===== src/pkg/trc_pkg.sv =====
package trc_pkg;

  // ------------------------------------------------------------------
  // Timing
  // ------------------------------------------------------------------
  localparam int unsigned TRC_CLK_NS   = 50;
  localparam int unsigned TRC_CONV_NS  = 1250000;
  localparam int unsigned TRC_CONV_CYC = TRC_CONV_NS / TRC_CLK_NS;
  localparam int unsigned TRC_TMR_W    = 15;
  localparam int unsigned TRC_CYC_W    = 25;

  // ------------------------------------------------------------------
  // Register map
  // ------------------------------------------------------------------
  localparam logic [11:0] TRC_IDX_CFG  = 12'h4b6;
  localparam logic [11:0] TRC_IDX_RSLT = 12'h4b7;
  localparam logic [11:0] TRC_IDX_STAT = 12'h4c0;
  localparam logic [11:0] TRC_IDX_MASK = 12'h4c1;
  localparam logic [15:0] TRC_ADDR_CFG  = {2'h0, TRC_IDX_CFG, 2'h0};
  localparam logic [15:0] TRC_ADDR_RSLT = {2'h0, TRC_IDX_RSLT, 2'h0};
  localparam logic [15:0] TRC_ADDR_STAT = {2'h0, TRC_IDX_STAT, 2'h0};
  localparam logic [15:0] TRC_ADDR_MASK = {2'h0, TRC_IDX_MASK, 2'h0};

  // ------------------------------------------------------------------
  // Fields and reset values
  // ------------------------------------------------------------------
  localparam int unsigned TRC_CFG_SEL_LSB   = 0;
  localparam int unsigned TRC_CFG_EN_BIT    = 2;
  localparam int unsigned TRC_CFG_START_BIT = 3;
  localparam int unsigned TRC_STAT_DONE_BIT = 0;
  localparam int unsigned TRC_RSLT_W        = 12;
  localparam int unsigned TRC_ACC_W         = 22;
  localparam int unsigned TRC_CNT_W         = 11;
  localparam logic [1:0]  TRC_SEL_RST       = 2'h0;
  localparam logic        TRC_EN_RST        = 1'h0;
  localparam logic [11:0] TRC_RSLT_RST      = 12'h000;
  localparam logic        TRC_STAT_RST      = 1'h0;
  localparam logic        TRC_MASK_RST      = 1'h0;

  // ------------------------------------------------------------------
  // Averaging codes and their shifts
  // ------------------------------------------------------------------
  localparam logic [1:0] TRC_SEL_1    = 2'h0;
  localparam logic [1:0] TRC_SEL_256  = 2'h1;
  localparam logic [1:0] TRC_SEL_512  = 2'h2;
  localparam logic [1:0] TRC_SEL_1024 = 2'h3;
  localparam logic [3:0] TRC_SH_1     = 4'h0;
  localparam logic [3:0] TRC_SH_256   = 4'h8;
  localparam logic [3:0] TRC_SH_512   = 4'h9;
  localparam logic [3:0] TRC_SH_1024  = 4'ha;

  localparam logic [1:0] TRC_RESP_OKAY   = 2'h0;
  localparam logic [1:0] TRC_RESP_SLVERR = 2'h2;

  typedef enum logic [1:0] {
    TRC_ST_IDLE = 2'b01,
    TRC_ST_RUN  = 2'b10
  } trc_state_type;

endpackage : trc_pkg


===== src/rtl/trc_temp_readout.sv =====
// Register access over AXI4-Lite was decided locally.
`timescale 1ns/1ps
// Function
// - Writing one to the request bit, with the enable bit set and no reading running, starts a new temperature reading.
// - With one sample selected, result is ready 1.25 ms after a request; done flag is then set.
// - The request bit clears itself and always reads back zero.
// - Sensor enable bit, reset zero, switches the sensor on or off.
// - Averaging code selects 1, 256, 512 or 1024 samples.
// - Result interval is 1.25 ms times the selected sample count.
// - Result is a read-only 12-bit value, reset zero, upper bits zero.
module trc_temp_readout
  import trc_pkg::*;
#(
  parameter int unsigned PERIOD_CYC = TRC_CONV_CYC
)
(
  input  wire logic        mclk_in,
  input  wire logic        reset_n_in,
  input  wire logic        ce_in,
  input  wire logic [11:0] temp_raw_in,
  input  wire logic [15:0] s_axi_awaddr_in,
  input  wire logic        s_axi_awvalid_in,
  output logic             s_axi_awready_out,
  input  wire logic [31:0] s_axi_wdata_in,
  input  wire logic [3:0]  s_axi_wstrb_in,
  input  wire logic        s_axi_wvalid_in,
  output logic             s_axi_wready_out,
  output logic [1:0]       s_axi_bresp_out,
  output logic             s_axi_bvalid_out,
  input  wire logic        s_axi_bready_in,
  input  wire logic [15:0] s_axi_araddr_in,
  input  wire logic        s_axi_arvalid_in,
  output logic             s_axi_arready_out,
  output logic [31:0]      s_axi_rdata_out,
  output logic [1:0]       s_axi_rresp_out,
  output logic             s_axi_rvalid_out,
  input  wire logic        s_axi_rready_in,
  output logic             irq_out
);

  // ------------------------------------------------------------------
  // Bus slave
  // ------------------------------------------------------------------
  logic [15:0] awaddr_ff, nxt_awaddr;
  logic        aw_have_ff, nxt_aw_have;
  logic [31:0] wdata_ff, nxt_wdata;
  logic [3:0]  wstrb_ff, nxt_wstrb;
  logic        w_have_ff, nxt_w_have;
  logic        awready_ff, nxt_awready;
  logic        wready_ff, nxt_wready;
  logic        bvalid_ff, nxt_bvalid;
  logic [1:0]  bresp_ff, nxt_bresp;
  logic        arready_ff, nxt_arready;
  logic        rvalid_ff, nxt_rvalid;
  logic [31:0] rdata_ff, nxt_rdata;
  logic [1:0]  rresp_ff, nxt_rresp;
  logic        wr_do;
  logic        rd_cfg_ff, nxt_rd_cfg;

  logic [1:0]           sel_ff;
  logic                 en_ff;
  logic [11:0]          result_ff;
  logic                 stat_ff;
  logic                 mask_ff;

  always_comb
  begin
    nxt_awaddr  = awaddr_ff;
    nxt_aw_have = aw_have_ff;
    nxt_wdata   = wdata_ff;
    nxt_wstrb   = wstrb_ff;
    nxt_w_have  = w_have_ff;
    nxt_bvalid  = bvalid_ff;
    nxt_bresp   = bresp_ff;
    nxt_rvalid  = rvalid_ff;
    nxt_rdata   = rdata_ff;
    nxt_rresp   = rresp_ff;
    nxt_rd_cfg  = rd_cfg_ff;
    if (s_axi_awvalid_in && awready_ff)
    begin
      nxt_awaddr  = s_axi_awaddr_in;
      nxt_aw_have = 1'b1;
    end
    if (s_axi_wvalid_in && wready_ff)
    begin
      nxt_wdata  = s_axi_wdata_in;
      nxt_wstrb  = s_axi_wstrb_in;
      nxt_w_have = 1'b1;
    end
    if (bvalid_ff && s_axi_bready_in)
      nxt_bvalid = 1'b0;
    wr_do = aw_have_ff && w_have_ff && !bvalid_ff;
    if (wr_do)
    begin
      nxt_aw_have = 1'b0;
      nxt_w_have  = 1'b0;
      nxt_bvalid  = 1'b1;
      unique case (awaddr_ff)
        TRC_ADDR_CFG, TRC_ADDR_RSLT,
        TRC_ADDR_STAT, TRC_ADDR_MASK: nxt_bresp = TRC_RESP_OKAY;
        default:                      nxt_bresp = TRC_RESP_SLVERR;
      endcase
    end
    if (rvalid_ff && s_axi_rready_in)
      nxt_rvalid = 1'b0;
    if (s_axi_arvalid_in && arready_ff)
    begin
      nxt_rvalid = 1'b1;
      nxt_rresp  = TRC_RESP_OKAY;
      nxt_rdata  = 32'h0;
      nxt_rd_cfg = (s_axi_araddr_in == TRC_ADDR_CFG);
      unique case (s_axi_araddr_in)
        TRC_ADDR_CFG:  nxt_rdata = {28'h0, 1'b0, en_ff, sel_ff};
        TRC_ADDR_RSLT: nxt_rdata = {20'h0, result_ff};
        TRC_ADDR_STAT: nxt_rdata = {31'h0, stat_ff};
        TRC_ADDR_MASK: nxt_rdata = {31'h0, mask_ff};
        default:       nxt_rresp = TRC_RESP_SLVERR;
      endcase
    end
    nxt_awready = !nxt_aw_have;
    nxt_wready  = !nxt_w_have;
    nxt_arready = !nxt_rvalid;
  end

  always_ff @(posedge mclk_in)
  begin
    if (!reset_n_in)
    begin
      awaddr_ff  <= 16'h0;
      aw_have_ff <= 1'b0;
      wdata_ff   <= 32'h0;
      wstrb_ff   <= 4'h0;
      w_have_ff  <= 1'b0;
      awready_ff <= 1'b0;
      wready_ff  <= 1'b0;
      bvalid_ff  <= 1'b0;
      bresp_ff   <= 2'h0;
      arready_ff <= 1'b0;
      rvalid_ff  <= 1'b0;
      rdata_ff   <= 32'h0;
      rresp_ff   <= 2'h0;
      rd_cfg_ff  <= 1'b0;
    end
    else if (ce_in)
    begin
      awaddr_ff  <= nxt_awaddr;
      aw_have_ff <= nxt_aw_have;
      wdata_ff   <= nxt_wdata;
      wstrb_ff   <= nxt_wstrb;
      w_have_ff  <= nxt_w_have;
      awready_ff <= nxt_awready;
      wready_ff  <= nxt_wready;
      bvalid_ff  <= nxt_bvalid;
      bresp_ff   <= nxt_bresp;
      arready_ff <= nxt_arready;
      rvalid_ff  <= nxt_rvalid;
      rdata_ff   <= nxt_rdata;
      rresp_ff   <= nxt_rresp;
      rd_cfg_ff  <= nxt_rd_cfg;
    end
  end

  assign s_axi_awready_out = awready_ff;
  assign s_axi_wready_out  = wready_ff;
  assign s_axi_bvalid_out  = bvalid_ff;
  assign s_axi_bresp_out   = bresp_ff;
  assign s_axi_arready_out = arready_ff;
  assign s_axi_rvalid_out  = rvalid_ff;
  assign s_axi_rdata_out   = rdata_ff;
  assign s_axi_rresp_out   = rresp_ff;

  // ------------------------------------------------------------------
  // Conversion core
  // ------------------------------------------------------------------
  trc_state_type          state_ff, nxt_state;
  logic [1:0]             run_sel_ff, nxt_run_sel, nxt_sel;
  logic                   nxt_en, nxt_stat, nxt_mask, irq_ff, nxt_irq;
  logic [11:0]            nxt_result;
  logic [TRC_TMR_W-1:0]   tmr_ff, nxt_tmr;
  logic [TRC_CNT_W-1:0]   cnt_ff, nxt_cnt, need;
  logic [TRC_ACC_W-1:0]   acc_ff, nxt_acc, acc_sum;
  logic [3:0]             shift;
  logic                   start_req, done_evt, lo_we;

  always_comb
  begin
    nxt_sel     = sel_ff;
    nxt_en      = en_ff;
    nxt_mask    = mask_ff;
    nxt_stat    = stat_ff;
    nxt_result  = result_ff;
    nxt_state   = state_ff;
    nxt_run_sel = run_sel_ff;
    nxt_tmr     = tmr_ff;
    nxt_cnt     = cnt_ff;
    nxt_acc     = acc_ff;
    done_evt    = 1'b0;
    start_req   = 1'b0;
    lo_we       = wr_do && wstrb_ff[0];
    unique case (run_sel_ff)
      TRC_SEL_1:   shift = TRC_SH_1;
      TRC_SEL_256: shift = TRC_SH_256;
      TRC_SEL_512: shift = TRC_SH_512;
      TRC_SEL_1024: shift = TRC_SH_1024;
    endcase
    need    = TRC_CNT_W'(1) << shift;
    acc_sum = acc_ff + {10'h0, temp_raw_in};
    if (lo_we && awaddr_ff == TRC_ADDR_CFG)
    begin
      nxt_sel   = wdata_ff[TRC_CFG_SEL_LSB +: 2];
      nxt_en    = wdata_ff[TRC_CFG_EN_BIT];
      start_req = wdata_ff[TRC_CFG_START_BIT];
    end
    if (lo_we && awaddr_ff == TRC_ADDR_MASK)
      nxt_mask = wdata_ff[0];
    if (lo_we && awaddr_ff == TRC_ADDR_STAT && wdata_ff[0])
      nxt_stat = 1'b0;
    unique case (state_ff)
      TRC_ST_IDLE:
        if (start_req && nxt_en)
        begin
          nxt_state   = TRC_ST_RUN;
          nxt_run_sel = nxt_sel;
          nxt_tmr     = '0;
          nxt_cnt     = '0;
          nxt_acc     = '0;
        end
      TRC_ST_RUN:
        if (!nxt_en)
          nxt_state = TRC_ST_IDLE;
        else if (tmr_ff == TRC_TMR_W'(PERIOD_CYC - 1))
        begin
          nxt_tmr = '0;
          if (cnt_ff == need - TRC_CNT_W'(1))
          begin
            nxt_result = 12'(acc_sum >> shift);
            done_evt   = 1'b1;
            nxt_state  = TRC_ST_IDLE;
          end
          else
          begin
            nxt_cnt = cnt_ff + TRC_CNT_W'(1);
            nxt_acc = acc_sum;
          end
        end
        else
          nxt_tmr = tmr_ff + TRC_TMR_W'(1);
    endcase
    if (done_evt)
      nxt_stat = 1'b1;
    nxt_irq = nxt_stat && nxt_mask;
  end

  always_ff @(posedge mclk_in)
  begin
    if (!reset_n_in)
    begin
      sel_ff     <= TRC_SEL_RST;
      en_ff      <= TRC_EN_RST;
      mask_ff    <= TRC_MASK_RST;
      stat_ff    <= TRC_STAT_RST;
      result_ff  <= TRC_RSLT_RST;
      state_ff   <= TRC_ST_IDLE;
      run_sel_ff <= TRC_SEL_RST;
      tmr_ff     <= '0;
      cnt_ff     <= '0;
      acc_ff     <= '0;
      irq_ff     <= 1'b0;
    end
    else if (ce_in)
    begin
      sel_ff     <= nxt_sel;
      en_ff      <= nxt_en;
      mask_ff    <= nxt_mask;
      stat_ff    <= nxt_stat;
      result_ff  <= nxt_result;
      state_ff   <= nxt_state;
      run_sel_ff <= nxt_run_sel;
      tmr_ff     <= nxt_tmr;
      cnt_ff     <= nxt_cnt;
      acc_ff     <= nxt_acc;
      irq_ff     <= nxt_irq;
    end
  end

  assign irq_out = irq_ff;

  // ------------------------------------------------------------------
  // Checks
  // ------------------------------------------------------------------
  logic [TRC_CYC_W-1:0] run_cyc_ff;

  always_ff @(posedge mclk_in)
  begin
    if (!reset_n_in || state_ff != TRC_ST_RUN)
      run_cyc_ff <= '0;
    else if (ce_in)
      run_cyc_ff <= run_cyc_ff + TRC_CYC_W'(1);
  end

  property p_start;
    @(posedge mclk_in) disable iff (!reset_n_in || !ce_in)
    (state_ff == TRC_ST_IDLE && start_req && nxt_en)
      |=> state_ff == TRC_ST_RUN;
  endproperty
  a_start: assert property (p_start)
    else $error("Request did not start a conversion.");

  property p_single_time;
    @(posedge mclk_in) disable iff (!reset_n_in || !ce_in)
    (done_evt && run_sel_ff == TRC_SEL_1)
      |-> run_cyc_ff == TRC_CYC_W'(PERIOD_CYC - 1) ##1 stat_ff;
  endproperty
  a_single_time: assert property (p_single_time)
    else $error("Single conversion time or done flag wrong.");

  property p_cfg_read;
    @(posedge mclk_in) disable iff (!reset_n_in || !ce_in)
    (rvalid_ff && rd_cfg_ff) |-> !rdata_ff[TRC_CFG_START_BIT];
  endproperty
  a_cfg_read: assert property (p_cfg_read)
    else $error("Request bit read back as one.");

  property p_disable;
    @(posedge mclk_in) disable iff (!reset_n_in || !ce_in)
    !nxt_en |=> state_ff == TRC_ST_IDLE && !en_ff;
  endproperty
  a_disable: assert property (p_disable)
    else $error("Conversion runs with sensor disabled.");

  property p_count;
    @(posedge mclk_in) disable iff (!reset_n_in || !ce_in)
    done_evt |-> (run_sel_ff == TRC_SEL_256) == (cnt_ff == 11'd255)
      && (run_sel_ff == TRC_SEL_1024) == (cnt_ff == 11'd1023);
  endproperty
  a_count: assert property (p_count)
    else $error("Sample count does not match averaging code.");

  property p_interval;
    @(posedge mclk_in) disable iff (!reset_n_in || !ce_in)
    done_evt |-> run_cyc_ff == TRC_CYC_W'(PERIOD_CYC * need - 1);
  endproperty
  a_interval: assert property (p_interval)
    else $error("Result interval wrong.");

  property p_result;
    @(posedge mclk_in) disable iff (!reset_n_in || !ce_in)
    $changed(result_ff) |-> $past(done_evt) && stat_ff;
  endproperty
  a_result: assert property (p_result)
    else $error("Result changed without a finished conversion.");

  property p_done_full;
    @(posedge mclk_in) disable iff (!reset_n_in || !ce_in)
    $rose(stat_ff) |-> $past(cnt_ff) == $past(need) - 11'd1
      && state_ff == TRC_ST_IDLE;
  endproperty
  a_done_full: assert property (p_done_full)
    else $error("Done flag rose before the full set.");

  property p_irq;
    @(posedge mclk_in) disable iff (!reset_n_in || !ce_in)
    irq_ff == (stat_ff && mask_ff);
  endproperty
  a_irq: assert property (p_irq)
    else $error("Interrupt output disagrees with status and mask.");

  c_single: cover property (@(posedge mclk_in)
    done_evt && run_sel_ff == TRC_SEL_1);
  c_avg: cover property (@(posedge mclk_in)
    done_evt && run_sel_ff == TRC_SEL_256);
  c_irq: cover property (@(posedge mclk_in) $rose(irq_ff));
  c_slverr: cover property (@(posedge mclk_in)
    rvalid_ff && rresp_ff == TRC_RESP_SLVERR);

endmodule : trc_temp_readout


===== config.mk =====
export PLATFORM = sky130hd
export DESIGN_NAME = trc_temp_readout
export DESIGN_NICKNAME = d
export VERILOG_FILES = /design/src/pkg/trc_pkg.sv /design/src/rtl/trc_temp_readout.sv
export SDC_FILE = /design/constraint.sdc
export NUM_CORES = 1
export LEC_CHECK = 0
export BUFFER_PORTS_ARGS = -buffer_cell sky130_fd_sc_hd__buf_2
export CORE_AREA = 2 2 118 120
export DETAILED_ROUTE_END_ITERATION = 12
export DIE_AREA = 0 0 120 122
export HOLD_SLACK_MARGIN = 0.05
export MAX_ROUTING_LAYER = met4
export PLACE_DENSITY = 0.73
export SLEW_MARGIN = 20
export SYNTH_ARGS = -nofsm -noshare
export SYNTH_HDL_FRONTEND = slang
export SYNTH_SLANG_ARGS = --single-unit

===== constraint.sdc =====
create_clock -name mclk_in -period 3.46 [get_ports mclk_in]
set_clock_uncertainty 0.1 [all_clocks]
set_input_delay 0.519 -clock mclk_in [delete_from_list [all_inputs] [get_ports mclk_in]]
set_output_delay 0.519 -clock mclk_in [all_outputs]
set_load 0.03 [all_outputs]

# Word-level counts from Yosys, hierarchy flattened
# Index checks and enable logic that the tools add are counted.
[op_classes]
addsub = 4
eq_ne = 21
shifts = 2
n_mux = 41
reduce_logical = 32
[op_table]
columns = ["op", "count"]
rows = [
  ["$eq A16 B13 Y1 const B", 8],
  ["$mux W22", 4],
  ["$pmux W12 S4", 1],
  ["$mux W15", 3],
  ["$mux W11", 4],
  ["$pmux W22 S2", 1],
  ["$pmux W15 S2", 1],
  ["$add A22 B12 Y22", 1],
  ["$pmux W11 S2", 1],
  ["$shr A22 B4 Y12", 1],
  ["$mux W1", 17],
  ["$pmux W4 S4", 1],
  ["$add A15 B1 Y15 const B", 1],
  ["$eq A15 B15 Y1 const B", 1],
  ["$logic_and A1 B1 Y1", 14],
  ["$mux W2", 7],
  ["$add A11 B1 Y11 const B", 1],
  ["$eq A11 B11 Y1", 1],
  ["$shl A1 B4 Y11 const A", 1],
  ["$sub A11 B1 Y11 const B", 1],
  ["$reduce_and A2 Y1", 5],
  ["$reduce_and A5 Y1", 2],
  ["$ne A2 B2 Y1 const B", 4],
  ["$reduce_or A4 Y1", 2],
  ["other kinds (9)", 17],
]
[word_totals]
ff_bits = 134
input_bits = 88
word_cells = 124

# Longest topological paths before layout
[depth]
ltp_word = 11
mapped_depth = 11
depth_no_buf = 11

# Worst setup path before layout
# No wires, ideal clock.
[synth_path]
path_type = "input port to flip-flop"
start = "in temp_raw_in[2]"
end = "reg result_ff[5]"
setup_ns = 0.075
arrival_ns = 2.905
required_ns = 3.285
setup_slack_ns = 0.380
path_stages = 10
path_buffers = 1
cell_sequence = "ha_1 -> and3_4 -> a2111oi_4 -> a211oi_1 -> or3_1 -> and3_1 -> buf_2 -> xnor2_1 -> mux4_2 -> o21ai_0"
[synth_via]
elab_chain_cells = 2
[synth_rtl]
columns = ["item", "line", "source"]
rows = [
  ["start: declaration", "trc_temp_readout.sv:20", "input wire logic [11:0] temp_raw_in,"],
  ["$add A22 B12 Y22", "trc_temp_readout.sv:207", "acc_sum = acc_ff + {10'h0, temp_raw_in};"],
  ["$shr A22 B4 Y12", "trc_temp_readout.sv:236", "nxt_result = 12'(acc_sum >> shift);"],
  ["end signal: assignment", "trc_temp_readout.sv:276", "result_ff <= nxt_result;"],
  ["end: declaration", "trc_temp_readout.sv:62", "logic [11:0] result_ff;"],
]
# Every way passes these cells.
# A chain may end at the register's enable or synchronous reset.

# Worst setup path in the final report
[layout_path]
start = "reg acc_ff[4]"
end = "reg result_ff[2]"
[layout_via]
elab_chain_cells = 2
[layout_rtl]
columns = ["item", "line", "source"]
rows = [
  ["start: declaration", "trc_temp_readout.sv:181", "logic [TRC_ACC_W-1:0] acc_ff, nxt_acc, acc_sum;"],
  ["start signal: assignment", "trc_temp_readout.sv:281", "acc_ff <= nxt_acc;"],
  ["$add A22 B12 Y22", "trc_temp_readout.sv:207", ""],
  ["$shr A22 B4 Y12", "trc_temp_readout.sv:236", ""],
]
# Every way passes these cells.

==> summary.md <==
| Metric | Value |
|---|---|
| Post-Syn Area | `0.00617 sq mm` |
| Worst Hold Class | `input port to flip-flop` |
| Clock buffers created by TritonCTS | `9` |
| DRT iter0 DRCs | `323` |
| Fin util | `51.5%` |
| Ranking of synthesized cells by area | `dfxtp_1 36%, a21oi_1 6.7%, nor2_1 5.9%` |
| DRT Pass-1 Iters | `5` |
| Diode count | `0` |
| Routed Antenna Nets | `0` |
| Area growth from synthesis to layout | `12.7%` |
| Routed len/inst | `about 14 microns` |
| Layout cells sized above 1 | `between 15 and 20%` |
| Die H | `122 microns` |
| GRT Resource Usage Total | `between 20% and 30%` |
| CTS H-tree depth | `3` |
| Max_slew headroom | `between 30 and 40%` |
| Clk sinks | `112` |
| Final worst path period share | `between 80 and 90%` |
| Global route total overflow | `0` |
| Layout fillers | `about 1300` |
| Setup Buffers After CTS | `0` |
| Avg Vias per Cell | `about 5.4` |
| Final #Nets | `between 900 and 1000` |
| Critical path type | `flip-flop to flip-flop` |
| Initial Util | `45.7%` |
| Ys flop type | `dfxtp_1` |
| Post-synth EDFFs | `0` |
| CP cell instances | `ha_1 > and3_4 > a2111oi_4 > a211oi_1 > nor2_1 > o311ai_1 > and2_1 > o221a_2 > o21a_1` |
| Final RePlAce weighted congestion | `about 0.9` |
| Synth top area share | `about 36%` |
| I/O pins | `130` |
| Maximum clock frequency | `approximately 320 MHz` |
| Vias | `approximately 5500` |
| CTS tree | `built` |
| RSZ-0062 raised after global routing | `no` |
| DRC | `0` |
| Max-cap viol count | `0` |
| Clock latency on the worst-skew pair | `about 0.36 ns` |
| Hold Violations, Final | `0` |
| Crit path required time | `about 3.7 ns` |
| Worst path arrival time | `3.32 ns` |
| Site row count | `43` |
| Crit-path max cell delay | `0.77 ns` |
| Status | `finished, final reports clean` |
| Min cycle time layout | `around 3.1 ns` |
| Post-Layout Cell Count | `1019` |
| Critical Path Fanout Max | `5` |
| Port Buf Inserts | `76` |
| P per Cell Area | `roughly 370 mW/mm^2` |
| Leak Pwr | `2.77 nW` |
| Longest Clk Path Bufs | `2` |
| Vias in the first global route | `4947` |
| CTS clk-pin slew, worst paths | `~0.080 ns` |
| Initial antenna violation count | `0` |
| Synth Register Bits | `between 100 and 150` |
| Post-synth top area cell | `dfxtp_1` |
| Setup crit start kind | `flip-flop` |
| Tightest Pin Transition | `approximately 1 ns` |
| Critical path endpoint category | `flip-flop` |
| Seq/Total Area, Yosys | `about 36%` |
| Post_cts resized | `0` |
| First-pass GRT wire length | `between 20 and 25 mm` |
| Core area | `between 0.01 and 0.015 sq mm` |
| Die Width | `around 120 microns` |
| DIE AREA | `between 0.01 and 0.015 sq mm` |
| Largest net degree at the start of global routing | `41` |
| Final Routed Wirelength | `around 14 mm` |
| Dpl cells | `between 1000 and 1500` |
| Post-Syn Instances | `about 770` |
| Post-synth cell types | `69` |
| Worst Hold Depth | `3` |
| Synth warn | `0` |
| Peak supply drop | `0.000240 V` |
| Clock root buffer | `clkbuf_16` |
| Hold buffers post-CTS | `0` |
| Synthesized area per cell | `around 8 sq um` |
| Final Max Slew Viols | `0` |
| Slowest cell on crit path | `o311ai_1` |
| FFs w/ async S/R, synth | `0%` |
| Post-DP HPWL | `10.3 mm` |
| Final setup violation count | `0` |
| R2R depth | `9` |
## metrics by stage
stage / instance area [sq um] / setup TNS, ns / hold WS, ns / worst slack (ns) / power, W
6_report: 6950 / 0 / 0.290 / 0.350 / 0.00260
5_1_grt: 6950 / 0 / 0.288 / 0.146 / 0.00271
4_1_cts: 6950 / 0 / 0.282 / 0.144 / 0.00262
3_5_place_dp: 6650 / -0.320 / 0.355 / -0.134 / 0.00158
3_3_place_gp: 6650 / -0.0332 / 0.339 / -0.0332 / 0.00158
2_1_floorplan: 6250 / 0 / 0.331 / 0.380 / 0.00152
## final timing paths
kind	slack, ns	to	start
setup / recovery	0.35	result_ff[2]$_SDFFE_PN0P_	acc_ff[4]$_SDFFE_PN0P_
hold / removal	0.29	awaddr_ff[10]$_SDFFE_PN0P_	s_axi_awaddr_in[10]
setup reg to reg	0.35	result_ff[2]$_SDFFE_PN0P_	acc_ff[4]$_SDFFE_PN0P_
hold reg to reg	0.36	acc_ff[6]$_SDFFE_PN0P_	acc_ff[6]$_SDFFE_PN0P_
## metal layers
layer | GRT usage, % | vias to the layer above | part of all wire [%]
li1 | - | 2820 | -
met1 | 27.0 | 2550 | 48
met3 | 3.51 | 27 | 4.4
met2 | 30.8 | 141 | 46
met5 | - | - | 0
met4 | 7.72 | 0 | 1.9
## cells in the final DEF, fill, tap and decap left out, types with 5 or more instances in the layout
cell and count:
a211oi_1 7, a21o_1 6, a21oi_1 82, a22oi_1 11, a31oi_1 8, and2_1 7, and3_1 15, buf_2 76
buf_4 18, clkbuf_16 9, conb_1 22, dfxtp_1 112, ha_1 14, inv_1 12, mux2i_1 16, nand2_1 96
nand2b_1 7, nand3_1 25, nand4_1 15, nand4b_1 5, nor2_1 97, nor2b_1 7, nor3_1 16, nor4_1 5
o211ai_1 5, o21ai_0 22, or3_1 7, xnor2_1 14, xor2_1 25
## final cells by class
class | instances | area (sq um) | share of cell area (%)
inverters | 14 | 52.6 | 0.756
flip-flops and latches | 112 | 2240 | 32.2
well taps | 180 | 225 | 3.24
multi-input cells | 603 | 3620 | 52.0
clock inverters | 6 | 62.6 | 0.900
clock buffers | 10 | 239 | 3.44
repair buffers | 94 | 515 | 7.41
## where the power goes
group | internal, W | total (W) | switching [W]
registers | 0.00130 | 0.00132 | 0.0000132
clock network | 0.000531 | 0.00105 | 0.000518
logic | 0.0000756 | 0.000236 | 0.000160
total | 0.00191 | 0.00260 | 0.000691
## logic make-up after synthesis
kind of cell / share of synthesized area (%)
flops: 36.3
simple gates: 26.9
mux: 4.05
xor+xnor: 5.54
compound gates: 17.6
other cells: 0.0608
fa+ha+maj: 3.16
buf+inv: 6.33
## flip-flops by register name, summed over array words and instances, names as in the netlist, 2 cells and up
| register | count |
|---|---|
| state_ff | 2 |
| result_ff | 12 |
| s_axi_rdata_out | 12 |
| sel_ff | 2 |
| tmr_ff | 15 |
| wdata_ff | 4 |
| awaddr_ff | 16 |
| acc_ff | 22 |
| run_sel_ff | 2 |
| cnt_ff | 11 |
## critical path, delay by kind of cell, from the launching register on
kind | cells | cell delay, ns
compound gates | 5 | 1.65
fa+ha+maj | 1 | 0.36
flops | 1 | 0.33
simple gates | 3 | 0.62
## Yosys cell counts, types with 7 or more instances
| master | n |
|---|---|
| a21oi_1 | 82 |
| a22oi_1 | 11 |
| and2_1 | 7 |
| and3_1 | 15 |
| mux2i_1 | 16 |
| a31oi_1 | 8 |
| xnor2_1 | 14 |
| nor2b_1 | 7 |
| nor2_1 | 97 |
| buf_4 | 25 |
| clkbuf_1 | 30 |
| o21ai_0 | 22 |
| inv_1 | 12 |
| a211oi_1 | 7 |
| nand3_1 | 25 |
| xor2_1 | 25 |
| or3_1 | 7 |
| nand2b_1 | 7 |
| nor3_1 | 16 |
| dfxtp_1 | 112 |
| ha_1 | 14 |
| nand4_1 | 15 |
| nand2_1 | 96 |
Power figures use the tool's default switching activity.
